===== src/rtl/pcf_pkg.sv =====
package pcf_pkg;

  // Register byte offsets
  localparam logic [3:0] PCF_CTRL_OFFS   = 4'h0;
  localparam logic [3:0] PCF_STATUS_OFFS = 4'h4;

  // Control field positions
  localparam int PCF_CTRL_DRIVE_N_BIT = 0;
  localparam int PCF_CTRL_SEL_BIT     = 1;
  localparam int PCF_CTRL_BYPASS_BIT  = 2;
  localparam int PCF_CTRL_CLEAR_BIT   = 3;

  // Status field positions
  localparam int PCF_STAT_LOCKED_BIT  = 0;
  localparam int PCF_STAT_REF_OK_BIT  = 1;
  localparam int PCF_STAT_SETTLE_BIT  = 2;

  // Reset values: outputs parked in high impedance, normal loop path
  localparam logic [3:0] PCF_CTRL_RESET = 4'h1;

  // Timing
  localparam int PCF_CLK_MHZ       = 250;
  localparam int PCF_STAB_TIME_US  = 50;
  localparam int PCF_STAB_CYCLES   = PCF_STAB_TIME_US * PCF_CLK_MHZ;
  localparam int PCF_VCO_DIV       = 2;
  localparam int PCF_REF_LOSS_CYC  = 64;

  // AXI response codes
  localparam logic [1:0] PCF_RESP_OKAY   = 2'h0;
  localparam logic [1:0] PCF_RESP_SLVERR = 2'h2;

  typedef struct packed {
    logic clear;
    logic bypass;
    logic sel;
    logic drive_n;
  } pcf_ctrl_t;

  typedef enum logic [1:0] {
    PCF_ST_WAIT_REF = 2'h0,
    PCF_ST_SETTLE   = 2'h1,
    PCF_ST_LOCKED   = 2'h3
  } pcf_lock_t;

endpackage


===== src/rtl/pcf_pin_sync.sv =====
`timescale 1ns/1ns
`default_nettype none
module pcf_pin_sync
  import pcf_pkg::*;
(
  input  wire logic i_clk,
  input  wire logic i_rst,
  input  wire logic i_pin,
  output var  logic o_level
);

  logic s1_reg;
  logic s2_reg;
  logic s3_reg;

  // Three stages; a change counts only once the last two agree
  always_ff @(posedge i_clk or posedge i_rst)
  begin
    if (i_rst)
    begin
      s1_reg  <= 1'b0;
      s2_reg  <= 1'b0;
      s3_reg  <= 1'b0;
      o_level <= 1'b0;
    end
    else
    begin
      s1_reg <= i_pin;
      s2_reg <= s1_reg;
      s3_reg <= s2_reg;
      if (s2_reg == s3_reg)
        o_level <= s3_reg;
    end
  end

endmodule
`default_nettype wire


===== src/rtl/pcf_tick_div.sv =====
`timescale 1ns/1ns
`default_nettype none
module pcf_tick_div
  import pcf_pkg::*;
#(
  parameter int DIV = PCF_VCO_DIV
)
(
  input  wire logic i_clk,
  input  wire logic i_rst,
  output var  logic o_tick
);

  localparam int CW = (DIV > 1) ? $clog2(DIV) : 1;
  localparam logic [CW-1:0] LAST = CW'(DIV - 1);

  logic [CW-1:0] cnt_reg;

  // One-cycle enable every DIV cycles stands in for the oscillator edge
  always_ff @(posedge i_clk or posedge i_rst)
  begin
    if (i_rst)
    begin
      cnt_reg <= '0;
      o_tick  <= 1'b0;
    end
    else
    begin
      cnt_reg <= (cnt_reg == LAST) ? '0 : cnt_reg + 1'b1;
      o_tick  <= (cnt_reg == LAST);
    end
  end

endmodule
`default_nettype wire


===== src/rtl/pcf_clock_fanout.sv =====
// The AXI4-Lite interface to the registers and the placing of the registers are this design's own decisions.
`timescale 1ns/1ns
`default_nettype none
module pcf_clock_fanout
  import pcf_pkg::*;
#(
  parameter int STAB_CYCLES = PCF_STAB_CYCLES,
  parameter int VCO_DIV     = PCF_VCO_DIV,
  parameter int BANK_W      = 3
)
(
  input  wire logic              I_REF_CLK,
  input  wire logic              I_SYS_RST,
  input  wire logic              I_REFERENCE_CLOCK_IN,
  input  wire logic              I_LOOP_FEEDBACK_IN,
  input  wire logic [3:0]        I_S_AXI_AWADDR,
  input  wire logic              I_S_AXI_AWVALID,
  output var  logic              O_S_AXI_AWREADY,
  input  wire logic [31:0]       I_S_AXI_WDATA,
  input  wire logic [3:0]        I_S_AXI_WSTRB,
  input  wire logic              I_S_AXI_WVALID,
  output var  logic              O_S_AXI_WREADY,
  output var  logic [1:0]        O_S_AXI_BRESP,
  output var  logic              O_S_AXI_BVALID,
  input  wire logic              I_S_AXI_BREADY,
  input  wire logic [3:0]        I_S_AXI_ARADDR,
  input  wire logic              I_S_AXI_ARVALID,
  output var  logic              O_S_AXI_ARREADY,
  output var  logic [31:0]       O_S_AXI_RDATA,
  output var  logic [1:0]        O_S_AXI_RRESP,
  output var  logic              O_S_AXI_RVALID,
  input  wire logic              I_S_AXI_RREADY,
  output var  logic [BANK_W-1:0] O_BANK_ONE_OUTPUTS,
  output var  logic [BANK_W-1:0] O_BANK_ONE_OE_N,
  output var  logic [BANK_W-1:0] O_BANK_TWO_OUTPUTS,
  output var  logic [BANK_W-1:0] O_BANK_TWO_OE_N
);

  localparam int SW = $clog2(STAB_CYCLES + 1);
  localparam logic [SW-1:0] STAB_LAST = SW'(STAB_CYCLES - 1);
  localparam int LW = $clog2(PCF_REF_LOSS_CYC + 1);
  localparam logic [LW-1:0] LOSS_LAST = LW'(PCF_REF_LOSS_CYC - 1);

  pcf_ctrl_t     ctrl_reg;
  pcf_lock_t     state_reg;
  pcf_lock_t     state_next;
  logic [SW-1:0] settle_reg;
  logic [LW-1:0] loss_reg;
  logic [1:0]    div_reg;
  logic          slip_reg;
  logic          ref_lvl;
  logic          ref_d_reg;
  logic          fb_lvl;
  logic          fb_d_reg;
  logic          vco_tick;
  logic          drive_d_reg;
  logic          sel_d_reg;
  logic          bypass_d_reg;
  logic          aw_held_reg;
  logic          w_held_reg;
  logic [3:0]    aw_addr_reg;
  logic [31:0]   w_data_reg;
  logic [3:0]    w_strb_reg;

  // Pin inputs cross into the system clock domain
  pcf_pin_sync u_ref_sync (
    .i_clk   (I_REF_CLK),
    .i_rst   (I_SYS_RST),
    .i_pin   (I_REFERENCE_CLOCK_IN),
    .o_level (ref_lvl)
  );

  pcf_pin_sync u_fb_sync (
    .i_clk   (I_REF_CLK),
    .i_rst   (I_SYS_RST),
    .i_pin   (I_LOOP_FEEDBACK_IN),
    .o_level (fb_lvl)
  );

  // Oscillator stand-in; real frequency comes from VCO_DIV
  pcf_tick_div #(
    .DIV (VCO_DIV)
  ) u_vco (
    .i_clk  (I_REF_CLK),
    .i_rst  (I_SYS_RST),
    .o_tick (vco_tick)
  );

  // Edge detection and source selection
  wire ref_rise  = ref_lvl & ~ref_d_reg;
  wire fb_rise   = fb_lvl & ~fb_d_reg;
  wire loop_tick = vco_tick & ~slip_reg;
  wire src_tick  = ctrl_reg.bypass ? ref_rise : loop_tick;
  wire clear_hit = ctrl_reg.bypass & ctrl_reg.clear;
  wire ref_ok    = (state_reg != PCF_ST_WAIT_REF);

  // Events that break the loop and force a fresh settle
  wire drive_fall  = drive_d_reg & ~ctrl_reg.drive_n;
  wire sel_chg     = sel_d_reg ^ ctrl_reg.sel;
  wire loop_resume = bypass_d_reg & ~ctrl_reg.bypass;
  wire restart     = drive_fall | sel_chg | loop_resume;
  wire ref_lost    = (loss_reg == LOSS_LAST);

  // Bank selection: bit 0 is half rate, bit 1 quarter rate
  wire half_rate   = div_reg[0];
  wire quart_rate  = div_reg[1];
  wire bank_one_in = ctrl_reg.sel ? quart_rate : half_rate;

  // Edge history and event delays
  always_ff @(posedge I_REF_CLK or posedge I_SYS_RST)
  begin
    if (I_SYS_RST)
    begin
      ref_d_reg    <= 1'b0;
      fb_d_reg     <= 1'b0;
      drive_d_reg  <= PCF_CTRL_RESET[PCF_CTRL_DRIVE_N_BIT];
      sel_d_reg    <= PCF_CTRL_RESET[PCF_CTRL_SEL_BIT];
      bypass_d_reg <= PCF_CTRL_RESET[PCF_CTRL_BYPASS_BIT];
    end
    else
    begin
      ref_d_reg    <= ref_lvl;
      fb_d_reg     <= fb_lvl;
      drive_d_reg  <= ctrl_reg.drive_n;
      sel_d_reg    <= ctrl_reg.sel;
      bypass_d_reg <= ctrl_reg.bypass;
    end
  end

  // Counter toggles once per source edge, so each bit has 50% duty
  always_ff @(posedge I_REF_CLK or posedge I_SYS_RST)
  begin
    if (I_SYS_RST)
      div_reg <= 2'h0;
    else if (clear_hit)
      div_reg <= 2'h0;
    else if (src_tick)
      div_reg <= div_reg + 2'h1;
  end

  // Phase slip: drop one oscillator edge while feedback trails
  always_ff @(posedge I_REF_CLK or posedge I_SYS_RST)
  begin
    if (I_SYS_RST)
      slip_reg <= 1'b0;
    else if (!ctrl_reg.bypass && ref_rise && !fb_rise && state_reg != PCF_ST_LOCKED)
      slip_reg <= 1'b1;
    else if (vco_tick)
      slip_reg <= 1'b0;
  end

  // Reference presence watchdog
  always_ff @(posedge I_REF_CLK or posedge I_SYS_RST)
  begin
    if (I_SYS_RST)
      loss_reg <= '0;
    else if (ref_rise)
      loss_reg <= '0;
    else if (!ref_lost)
      loss_reg <= loss_reg + 1'b1;
  end

  // Lock sequencing; settling counts up through a bounded interval
  always_comb
  begin
    state_next = state_reg;
    unique case (state_reg)
      PCF_ST_WAIT_REF:
        if (ref_rise)
          state_next = PCF_ST_SETTLE;
      PCF_ST_SETTLE:
        if (ref_lost)
          state_next = PCF_ST_WAIT_REF;
        else if (!restart && settle_reg == STAB_LAST)
          state_next = PCF_ST_LOCKED;
      PCF_ST_LOCKED:
        if (ref_lost)
          state_next = PCF_ST_WAIT_REF;
        else if (restart)
          state_next = PCF_ST_SETTLE;
      default:
        state_next = PCF_ST_WAIT_REF;
    endcase
  end

  always_ff @(posedge I_REF_CLK or posedge I_SYS_RST)
  begin
    if (I_SYS_RST)
    begin
      state_reg  <= PCF_ST_WAIT_REF;
      settle_reg <= '0;
    end
    else
    begin
      state_reg  <= state_next;
      settle_reg <= (state_next == PCF_ST_SETTLE && state_reg == PCF_ST_SETTLE && !restart)
                    ? settle_reg + 1'b1 : '0;
    end
  end

  // Output pins: registered level and active-low enable
  always_ff @(posedge I_REF_CLK or posedge I_SYS_RST)
  begin
    if (I_SYS_RST)
    begin
      O_BANK_ONE_OUTPUTS <= '0;
      O_BANK_TWO_OUTPUTS <= '0;
      O_BANK_ONE_OE_N    <= '1;
      O_BANK_TWO_OE_N    <= '1;
    end
    else
    begin
      O_BANK_ONE_OUTPUTS <= {BANK_W{bank_one_in}};
      O_BANK_TWO_OUTPUTS <= {BANK_W{half_rate}};
      O_BANK_ONE_OE_N    <= {BANK_W{ctrl_reg.drive_n}};
      O_BANK_TWO_OE_N    <= {BANK_W{ctrl_reg.drive_n}};
    end
  end

  // AXI4-Lite write side: address and data taken in either order
  wire wr_go     = aw_held_reg & w_held_reg & ~O_S_AXI_BVALID;
  wire wr_ctrl   = (aw_addr_reg == PCF_CTRL_OFFS);
  wire wr_map_ok = wr_ctrl | (aw_addr_reg == PCF_STATUS_OFFS);
  wire aw_take   = I_S_AXI_AWVALID & O_S_AXI_AWREADY;
  wire w_take    = I_S_AXI_WVALID & O_S_AXI_WREADY;

  always_ff @(posedge I_REF_CLK or posedge I_SYS_RST)
  begin
    if (I_SYS_RST)
    begin
      aw_held_reg     <= 1'b0;
      w_held_reg      <= 1'b0;
      aw_addr_reg     <= '0;
      w_data_reg      <= '0;
      w_strb_reg      <= '0;
      O_S_AXI_AWREADY <= 1'b1;
      O_S_AXI_WREADY  <= 1'b1;
      O_S_AXI_BVALID  <= 1'b0;
      O_S_AXI_BRESP   <= PCF_RESP_OKAY;
    end
    else
    begin
      if (aw_take)
      begin
        aw_held_reg     <= 1'b1;
        aw_addr_reg     <= {I_S_AXI_AWADDR[3:2], 2'h0};
        O_S_AXI_AWREADY <= 1'b0;
      end
      if (w_take)
      begin
        w_held_reg     <= 1'b1;
        w_data_reg     <= I_S_AXI_WDATA;
        w_strb_reg     <= I_S_AXI_WSTRB;
        O_S_AXI_WREADY <= 1'b0;
      end
      if (wr_go)
      begin
        aw_held_reg    <= 1'b0;
        w_held_reg     <= 1'b0;
        O_S_AXI_BVALID <= 1'b1;
        O_S_AXI_BRESP  <= wr_map_ok ? PCF_RESP_OKAY : PCF_RESP_SLVERR;
      end
      else if (O_S_AXI_BVALID && I_S_AXI_BREADY)
      begin
        O_S_AXI_BVALID  <= 1'b0;
        O_S_AXI_AWREADY <= 1'b1;
        O_S_AXI_WREADY  <= 1'b1;
      end
    end
  end

  // Control register; status is read-only so writes to it are dropped
  always_ff @(posedge I_REF_CLK or posedge I_SYS_RST)
  begin
    if (I_SYS_RST)
      ctrl_reg <= pcf_ctrl_t'(PCF_CTRL_RESET);
    else if (wr_go && wr_ctrl && w_strb_reg[0])
      ctrl_reg <= pcf_ctrl_t'(w_data_reg[3:0]);
  end

  // AXI4-Lite read side: one read at a time, answer one cycle later
  wire [3:0]  rd_addr   = {I_S_AXI_ARADDR[3:2], 2'h0};
  wire        rd_ctrl   = (rd_addr == PCF_CTRL_OFFS);
  wire        rd_stat   = (rd_addr == PCF_STATUS_OFFS);
  wire [31:0] stat_word = {29'h0, state_reg == PCF_ST_SETTLE, ref_ok,
                           state_reg == PCF_ST_LOCKED};
  wire [31:0] rd_word   = rd_ctrl ? {28'h0, ctrl_reg} : (rd_stat ? stat_word : 32'h0);

  always_ff @(posedge I_REF_CLK or posedge I_SYS_RST)
  begin
    if (I_SYS_RST)
    begin
      O_S_AXI_ARREADY <= 1'b1;
      O_S_AXI_RVALID  <= 1'b0;
      O_S_AXI_RDATA   <= '0;
      O_S_AXI_RRESP   <= PCF_RESP_OKAY;
    end
    else if (I_S_AXI_ARVALID && O_S_AXI_ARREADY)
    begin
      O_S_AXI_ARREADY <= 1'b0;
      O_S_AXI_RVALID  <= 1'b1;
      O_S_AXI_RDATA   <= rd_word;
      O_S_AXI_RRESP   <= (rd_ctrl | rd_stat) ? PCF_RESP_OKAY : PCF_RESP_SLVERR;
    end
    else if (O_S_AXI_RVALID && I_S_AXI_RREADY)
    begin
      O_S_AXI_RVALID  <= 1'b0;
      O_S_AXI_ARREADY <= 1'b1;
    end
  end

  // Checks
  property p_drive_off;
    @(posedge I_REF_CLK) disable iff (I_SYS_RST)
    ctrl_reg.drive_n |=> (O_BANK_ONE_OE_N == '1) && (O_BANK_TWO_OE_N == '1);
  endproperty
  a_drive_off: assert property (p_drive_off)
    else $error("outputs driven while drive enable is high");

  property p_drive_on;
    @(posedge I_REF_CLK) disable iff (I_SYS_RST)
    !ctrl_reg.drive_n |=> (O_BANK_ONE_OE_N == '0) && (O_BANK_TWO_OE_N == '0);
  endproperty
  a_drive_on: assert property (p_drive_on)
    else $error("outputs floating while drive enable is low");

  property p_enable_unlocks;
    @(posedge I_REF_CLK) disable iff (I_SYS_RST)
    (drive_fall && state_reg == PCF_ST_LOCKED && !ref_lost) |=> state_reg == PCF_ST_SETTLE;
  endproperty
  a_enable_unlocks: assert property (p_enable_unlocks)
    else $error("lock kept after drive enable fell");

  property p_loop_path;
    @(posedge I_REF_CLK) disable iff (I_SYS_RST)
    (!ctrl_reg.bypass && !clear_hit && !vco_tick) |=> div_reg == $past(div_reg);
  endproperty
  a_loop_path: assert property (p_loop_path)
    else $error("outputs moved without an oscillator edge");

  property p_bypass_path;
    @(posedge I_REF_CLK) disable iff (I_SYS_RST)
    (ctrl_reg.bypass && !ctrl_reg.clear && ref_rise) |=> div_reg == $past(div_reg) + 2'h1;
  endproperty
  a_bypass_path: assert property (p_bypass_path)
    else $error("bypass did not follow the reference edge");

  property p_bank_one;
    @(posedge I_REF_CLK) disable iff (I_SYS_RST)
    ctrl_reg.sel ##1 ctrl_reg.sel |-> O_BANK_ONE_OUTPUTS == {BANK_W{$past(div_reg[1])}};
  endproperty
  a_bank_one: assert property (p_bank_one)
    else $error("bank one not at quarter rate");

  property p_bank_two;
    @(posedge I_REF_CLK) disable iff (I_SYS_RST)
    1'b1 |=> O_BANK_TWO_OUTPUTS == {BANK_W{$past(div_reg[0])}};
  endproperty
  a_bank_two: assert property (p_bank_two)
    else $error("bank two not at half rate");

  property p_duty;
    @(posedge I_REF_CLK) disable iff (I_SYS_RST)
    (src_tick && !clear_hit) |=> div_reg[0] != $past(div_reg[0]);
  endproperty
  a_duty: assert property (p_duty)
    else $error("half-rate bit missed a toggle");

  property p_slip;
    @(posedge I_REF_CLK) disable iff (I_SYS_RST)
    (!ctrl_reg.bypass && ref_rise && !fb_rise && state_reg != PCF_ST_LOCKED)
      |=> slip_reg;
  endproperty
  a_slip: assert property (p_slip)
    else $error("phase slip not raised on trailing feedback");

  property p_lock_after_settle;
    @(posedge I_REF_CLK) disable iff (I_SYS_RST)
    $rose(state_reg == PCF_ST_LOCKED) |-> $past(settle_reg) == STAB_LAST;
  endproperty
  a_lock_after_settle: assert property (p_lock_after_settle)
    else $error("lock reported before settling finished");

  property p_settle_bound;
    @(posedge I_REF_CLK) disable iff (I_SYS_RST)
    state_reg == PCF_ST_SETTLE |-> settle_reg <= STAB_LAST;
  endproperty
  a_settle_bound: assert property (p_settle_bound)
    else $error("settling exceeded its interval");

  property p_clear_normal;
    @(posedge I_REF_CLK) disable iff (I_SYS_RST)
    (!ctrl_reg.bypass && ctrl_reg.clear && loop_tick) |=> div_reg == $past(div_reg) + 2'h1;
  endproperty
  a_clear_normal: assert property (p_clear_normal)
    else $error("test clear acted in normal mode");

endmodule
`default_nettype wire


===== config.mk =====
export PLATFORM = sky130hd
export DESIGN_NAME = pcf_clock_fanout
export DESIGN_NICKNAME = d
export VERILOG_FILES = /design/src/rtl/pcf_pkg.sv /design/src/rtl/pcf_pin_sync.sv /design/src/rtl/pcf_tick_div.sv /design/src/rtl/pcf_clock_fanout.sv
export SDC_FILE = /design/constraint.sdc
export NUM_CORES = 1
export LEC_CHECK = 0
export BUFFER_PORTS_ARGS = -buffer_cell sky130_fd_sc_hd__buf_2
export CAP_MARGIN = 20
export CORE_MARGIN = 5
export CORE_UTILIZATION = 45
export CTS_CLUSTER_SIZE = 14
export DETAILED_ROUTE_END_ITERATION = 12
export GPL_TIMING_DRIVEN = 0
export MAX_ROUTING_LAYER = met4
export PLACE_DENSITY = 0.76
export SYNTH_ARGS = -nofsm -noshare
export SYNTH_HDL_FRONTEND = slang
export SYNTH_SLANG_ARGS = --single-unit

===== constraint.sdc =====
create_clock -name I_REF_CLK -period 1.8 [get_ports I_REF_CLK]
set_clock_uncertainty 0.05 [all_clocks]
set_input_delay 0.18 -clock I_REF_CLK [delete_from_list [all_inputs] [get_ports I_REF_CLK]]
set_output_delay 0.18 -clock I_REF_CLK [all_outputs]
set_load 0.01 [all_outputs]

==> summary.txt <==
Synthesis
  – Register bit total from synthesis: 67
  – Synth area leaders: dfrtp_1 51%, buf_4 9.9%, mux2_2 5.2%
  – Main synth FF type: dfrtp_1
  – Post-synth top cells: 62 x dfrtp_1, 40 x buf_4, 23 x nor2_1, 17 x nand2_1, 14 x mux2_2
  – Synth Cell Area: ~3000 sq um
  – Synth Instances: 268
  – Synth top area share: 51.18%
  – Number of flops mapped to enable cells by yosys: 0
  – Cell accounting for the most synthesized area: dfrtp_1
  – Seq/Total Area, Yosys: 55.51%
  – Library cells used by synthesis: 40
  – Count leader, synth: dfrtp_1
  – Syn. warnings: 0
  – Syn avg cell area: around 11 sq um
  – Async SR Flop Fraction: 100.0%

Timing
  – Max Freq: 0.5858 GHz
  – RSZ-0062 raised after global routing: false
  – Slew Limit Fails: 0
  – # setup viols final: 0
  – Worst-margin pin slew: 820.5 ps
  – Normalized max-slew margin: 45.19%
  – Period Utilization, post-route: 94.83%
  – Setup WS post-layout: just over 90 ps
  – Final hold viol count: 0
  – Final Critical Period: around 1700 ps

Setup path
  – R2R setup slack: slightly above 90 ps
  – R2R Path Start: settle_reg[0]$_DFF_PP0_
  – Startpoint types: flop
  – CP max-delay cell: dfrtp_1
  – Worst Path Arrival: 1920 ps
  – Crit path largest cell delay: 410 ps
  – CP Cell Sequence: ha_1 > and4b_1 > a41oi_2 > nand4_4 > buf_6 > nor2_1
  – Worst EP required: between 2000 and 2500 ps
  – Max FO, Critical Path: 5
  – Critical path type: flop to flop
  – R2R Path End: settle_reg[12]$_DFF_PP0_
  – CP endpoint kind: flop
  – Reg2Reg Depth: 6

Pwr
  – Power Density: around 1300 nW/um^2
  – Max VDD drop: 0.0006735 V
  – Leak: roughly 1.9 nW

Clock network
  – Clock Pin Slew Worst Setup and Hold Paths: 80 ps
  – CTS Root Buffer Type: clkbuf_8
  – CTS Buffer Depth: 2
  – # H-tree levels: 3
  – TritonCTS clock tree: done
  – Worst-skew pair later-pin latency: 350 ps
  – Total CTS buffers: 9
  – Clock sink count: 67

Min path
  – Hold depth: 2
  – Hold_sp: I_S_AXI_WDATA[0]
  – HP Class: primary input to flop
  – Hold endpoint: w_data_reg[0]$_DFFE_PP0P_

Floorplan
  – Die Height: just over 90 um
  – Chip Width: 92.08 um
  – Rows: 30
  – Die area: 8479 sq um
  – I/O pin cnt: 106
  – Initial Utilization: about 45%
  – Core region area: ~6700 sq um

Layout
  – Final #Nets: about 420
  – Max reg flops: 14
  – Area Growth Syn to Fin: 26.58%
  – Fin util: between 50 and 60%
  – Antenna diode count: 0
  – Share of cells above drive strength 1: between 30% and 40%

Place
  – Setup slack after placement: -23.71 ps
  – HPWL Detailed: 3744 um
  – Final GP Congestion: 0.8269
  – IO buf count: 40

Outcome
  – Status: complete, no violations

GRT
  – Tot GR Track Use: about 15%
  – Vias in the first global route: just over 2000
  – Pin count of the biggest net entering global routing: 40
  – Grt total ovfl: 0
  – First-pass GRT wire length: ~9600 um
  – Initial antenna violation count: 0

Detailed routing
  – Detail Route Antenna Nets: 0
  – Wirelength per Cell: 12.17 um
  – Detailed Routing Iterations Pass 1: 4
  – Vias per cell: roughly 4.7
  – Via count: ~2100
  – Remaining DRCs: 0
  – Final WL: 5488 um
  – DRT iter0 DRCs: 74

Run
  – Maximum Capacitance Violations: 0
-- power by group --
group / internal [W] / switching, W / leakage (nW)
logic: 0.000878 / 0.000747 / 0.971
clock network: 0.000518 / 0.000621 / 0.0910
registers: 0.00192 / 0.000306 / 0.838
-- repair_timing --
action	4_1_cts	5_1_grt
pin swaps	0	2
cloned	1	0
endpoints found under the setup margin	10	12
buffers inserted	1	3
hold buffers	12	1
endpoints found under the hold margin	44	1
resized for setup	5	1
-- cell families after synthesis --
| group | synth area share [%] |
|---|---|
| adders and majority gates | 1.486 |
| other | 0.1237 |
| buffers and inverters | 12.26 |
| AOI/OAI and AO/OA | 6.562 |
| muxes | 6.521 |
| xor gates and xnor gates | 4.622 |
| and+or+nand+nor | 12.92 |
| DFF | 55.51 |
-- worst max path at each step --
stage,startpoint,endpoint,slack [ps],cells after the start
after CTS,loss_reg[0]$_DFFE_PP0P_,settle_reg[12]$_DFF_PP0_,10,7
final,settle_reg[0]$_DFF_PP0_,settle_reg[12]$_DFF_PP0_,90,6
after floorplan,loss_reg[0]$_DFFE_PP0P_,settle_reg[10]$_DFF_PP0_,150,7
after global placement,loss_reg[0]$_DFFE_PP0P_,settle_reg[6]$_DFF_PP0_,30,7
after global routing,settle_reg[0]$_DFF_PP0_,settle_reg[7]$_DFF_PP0_,20,6
after detailed placement,loss_reg[0]$_DFFE_PP0P_,settle_reg[12]$_DFF_PP0_,-20,7
-- layout by cell type, fill, tap and decap left out, types with 2 or more instances in the layout --
master / netlist / final
a211oi_1: 3 / 3
a21oi_1: 9 / 9
a22o_1: 2 / 2
a31oi_1: 2 / 2
and4_1: 3 / 3
buf_2: 3 / 42
buf_4: 40 / 44
buf_6: 2 / 3
clkbuf_8: 0 / 9
clkinvlp_4: 0 / 2
conb_1: 1 / 30
dfrtp_1: 62 / 62
dfstp_2: 5 / 5
dlygate4sd3_1: 0 / 13
inv_1: 9 / 8
inv_6: 0 / 4
maj3_1: 2 / 2
mux2_2: 14 / 14
mux2i_1: 4 / 4
nand2_1: 17 / 17
nand2b_1: 3 / 3
nand3_1: 12 / 12
nand4_1: 4 / 4
nor2_1: 23 / 23
nor2b_1: 5 / 5
o21ai_0: 9 / 9
o31ai_1: 2 / 2
xnor2_1: 5 / 5
xor2_1: 11 / 11
-- per-layer routing --
metal,GRT usage (%),part of all wire [%],routed length [um],up-vias
met5,-,0,0,-
met4,7.921,2.7,146,0
met3,4.348,7.3,399,13
met2,22.93,48,2644,67
met1,17.34,42,2297,992
li1,-,-,-,1039
-- worst max-delay path: cells and delay by family (launching register included) --
kind | cells | cell delay (ps)
AND/OR/NAND/NOR | 3 | 480
flip-flops | 1 | 410
adder cells (fa/ha/maj) | 1 | 270
AO/OA/AOI/OAI | 1 | 240
buffers and inverters | 1 | 170
-- through the flow --
step | instances | cell area, sq um | setup TNS (ps) | power, W | hold WS, ps
2_1_floorplan | 297 | 3144 | 0 | 0.003243 | 161.4
6_report | 451 | 3837 | 0 | 0.004994 | 16.22
3_3_place_gp | 417 | 3445 | 0 | 0.003629 | 237.9
5_1_grt | 451 | 3837 | 0 | 0.005347 | 15.73
4_1_cts | 448 | 3807 | 0 | 0.005003 | 0.1590
3_5_place_dp | 418 | 3465 | -23.71 | 0.003716 | 240.1
-- cell type report --
class	instances	area [sq um]
fillers	555	2844
clock inverters	7	56.30
plain buffers	44	332.8
clock buffers	9	123.9
well taps	80	100.1
repair buffers	59	391.6
multi-input cells	176	1112
flip-flops and latches	67	1683
inverters	9	37.54
Note: power is estimated with default switching activity, not from simulation.
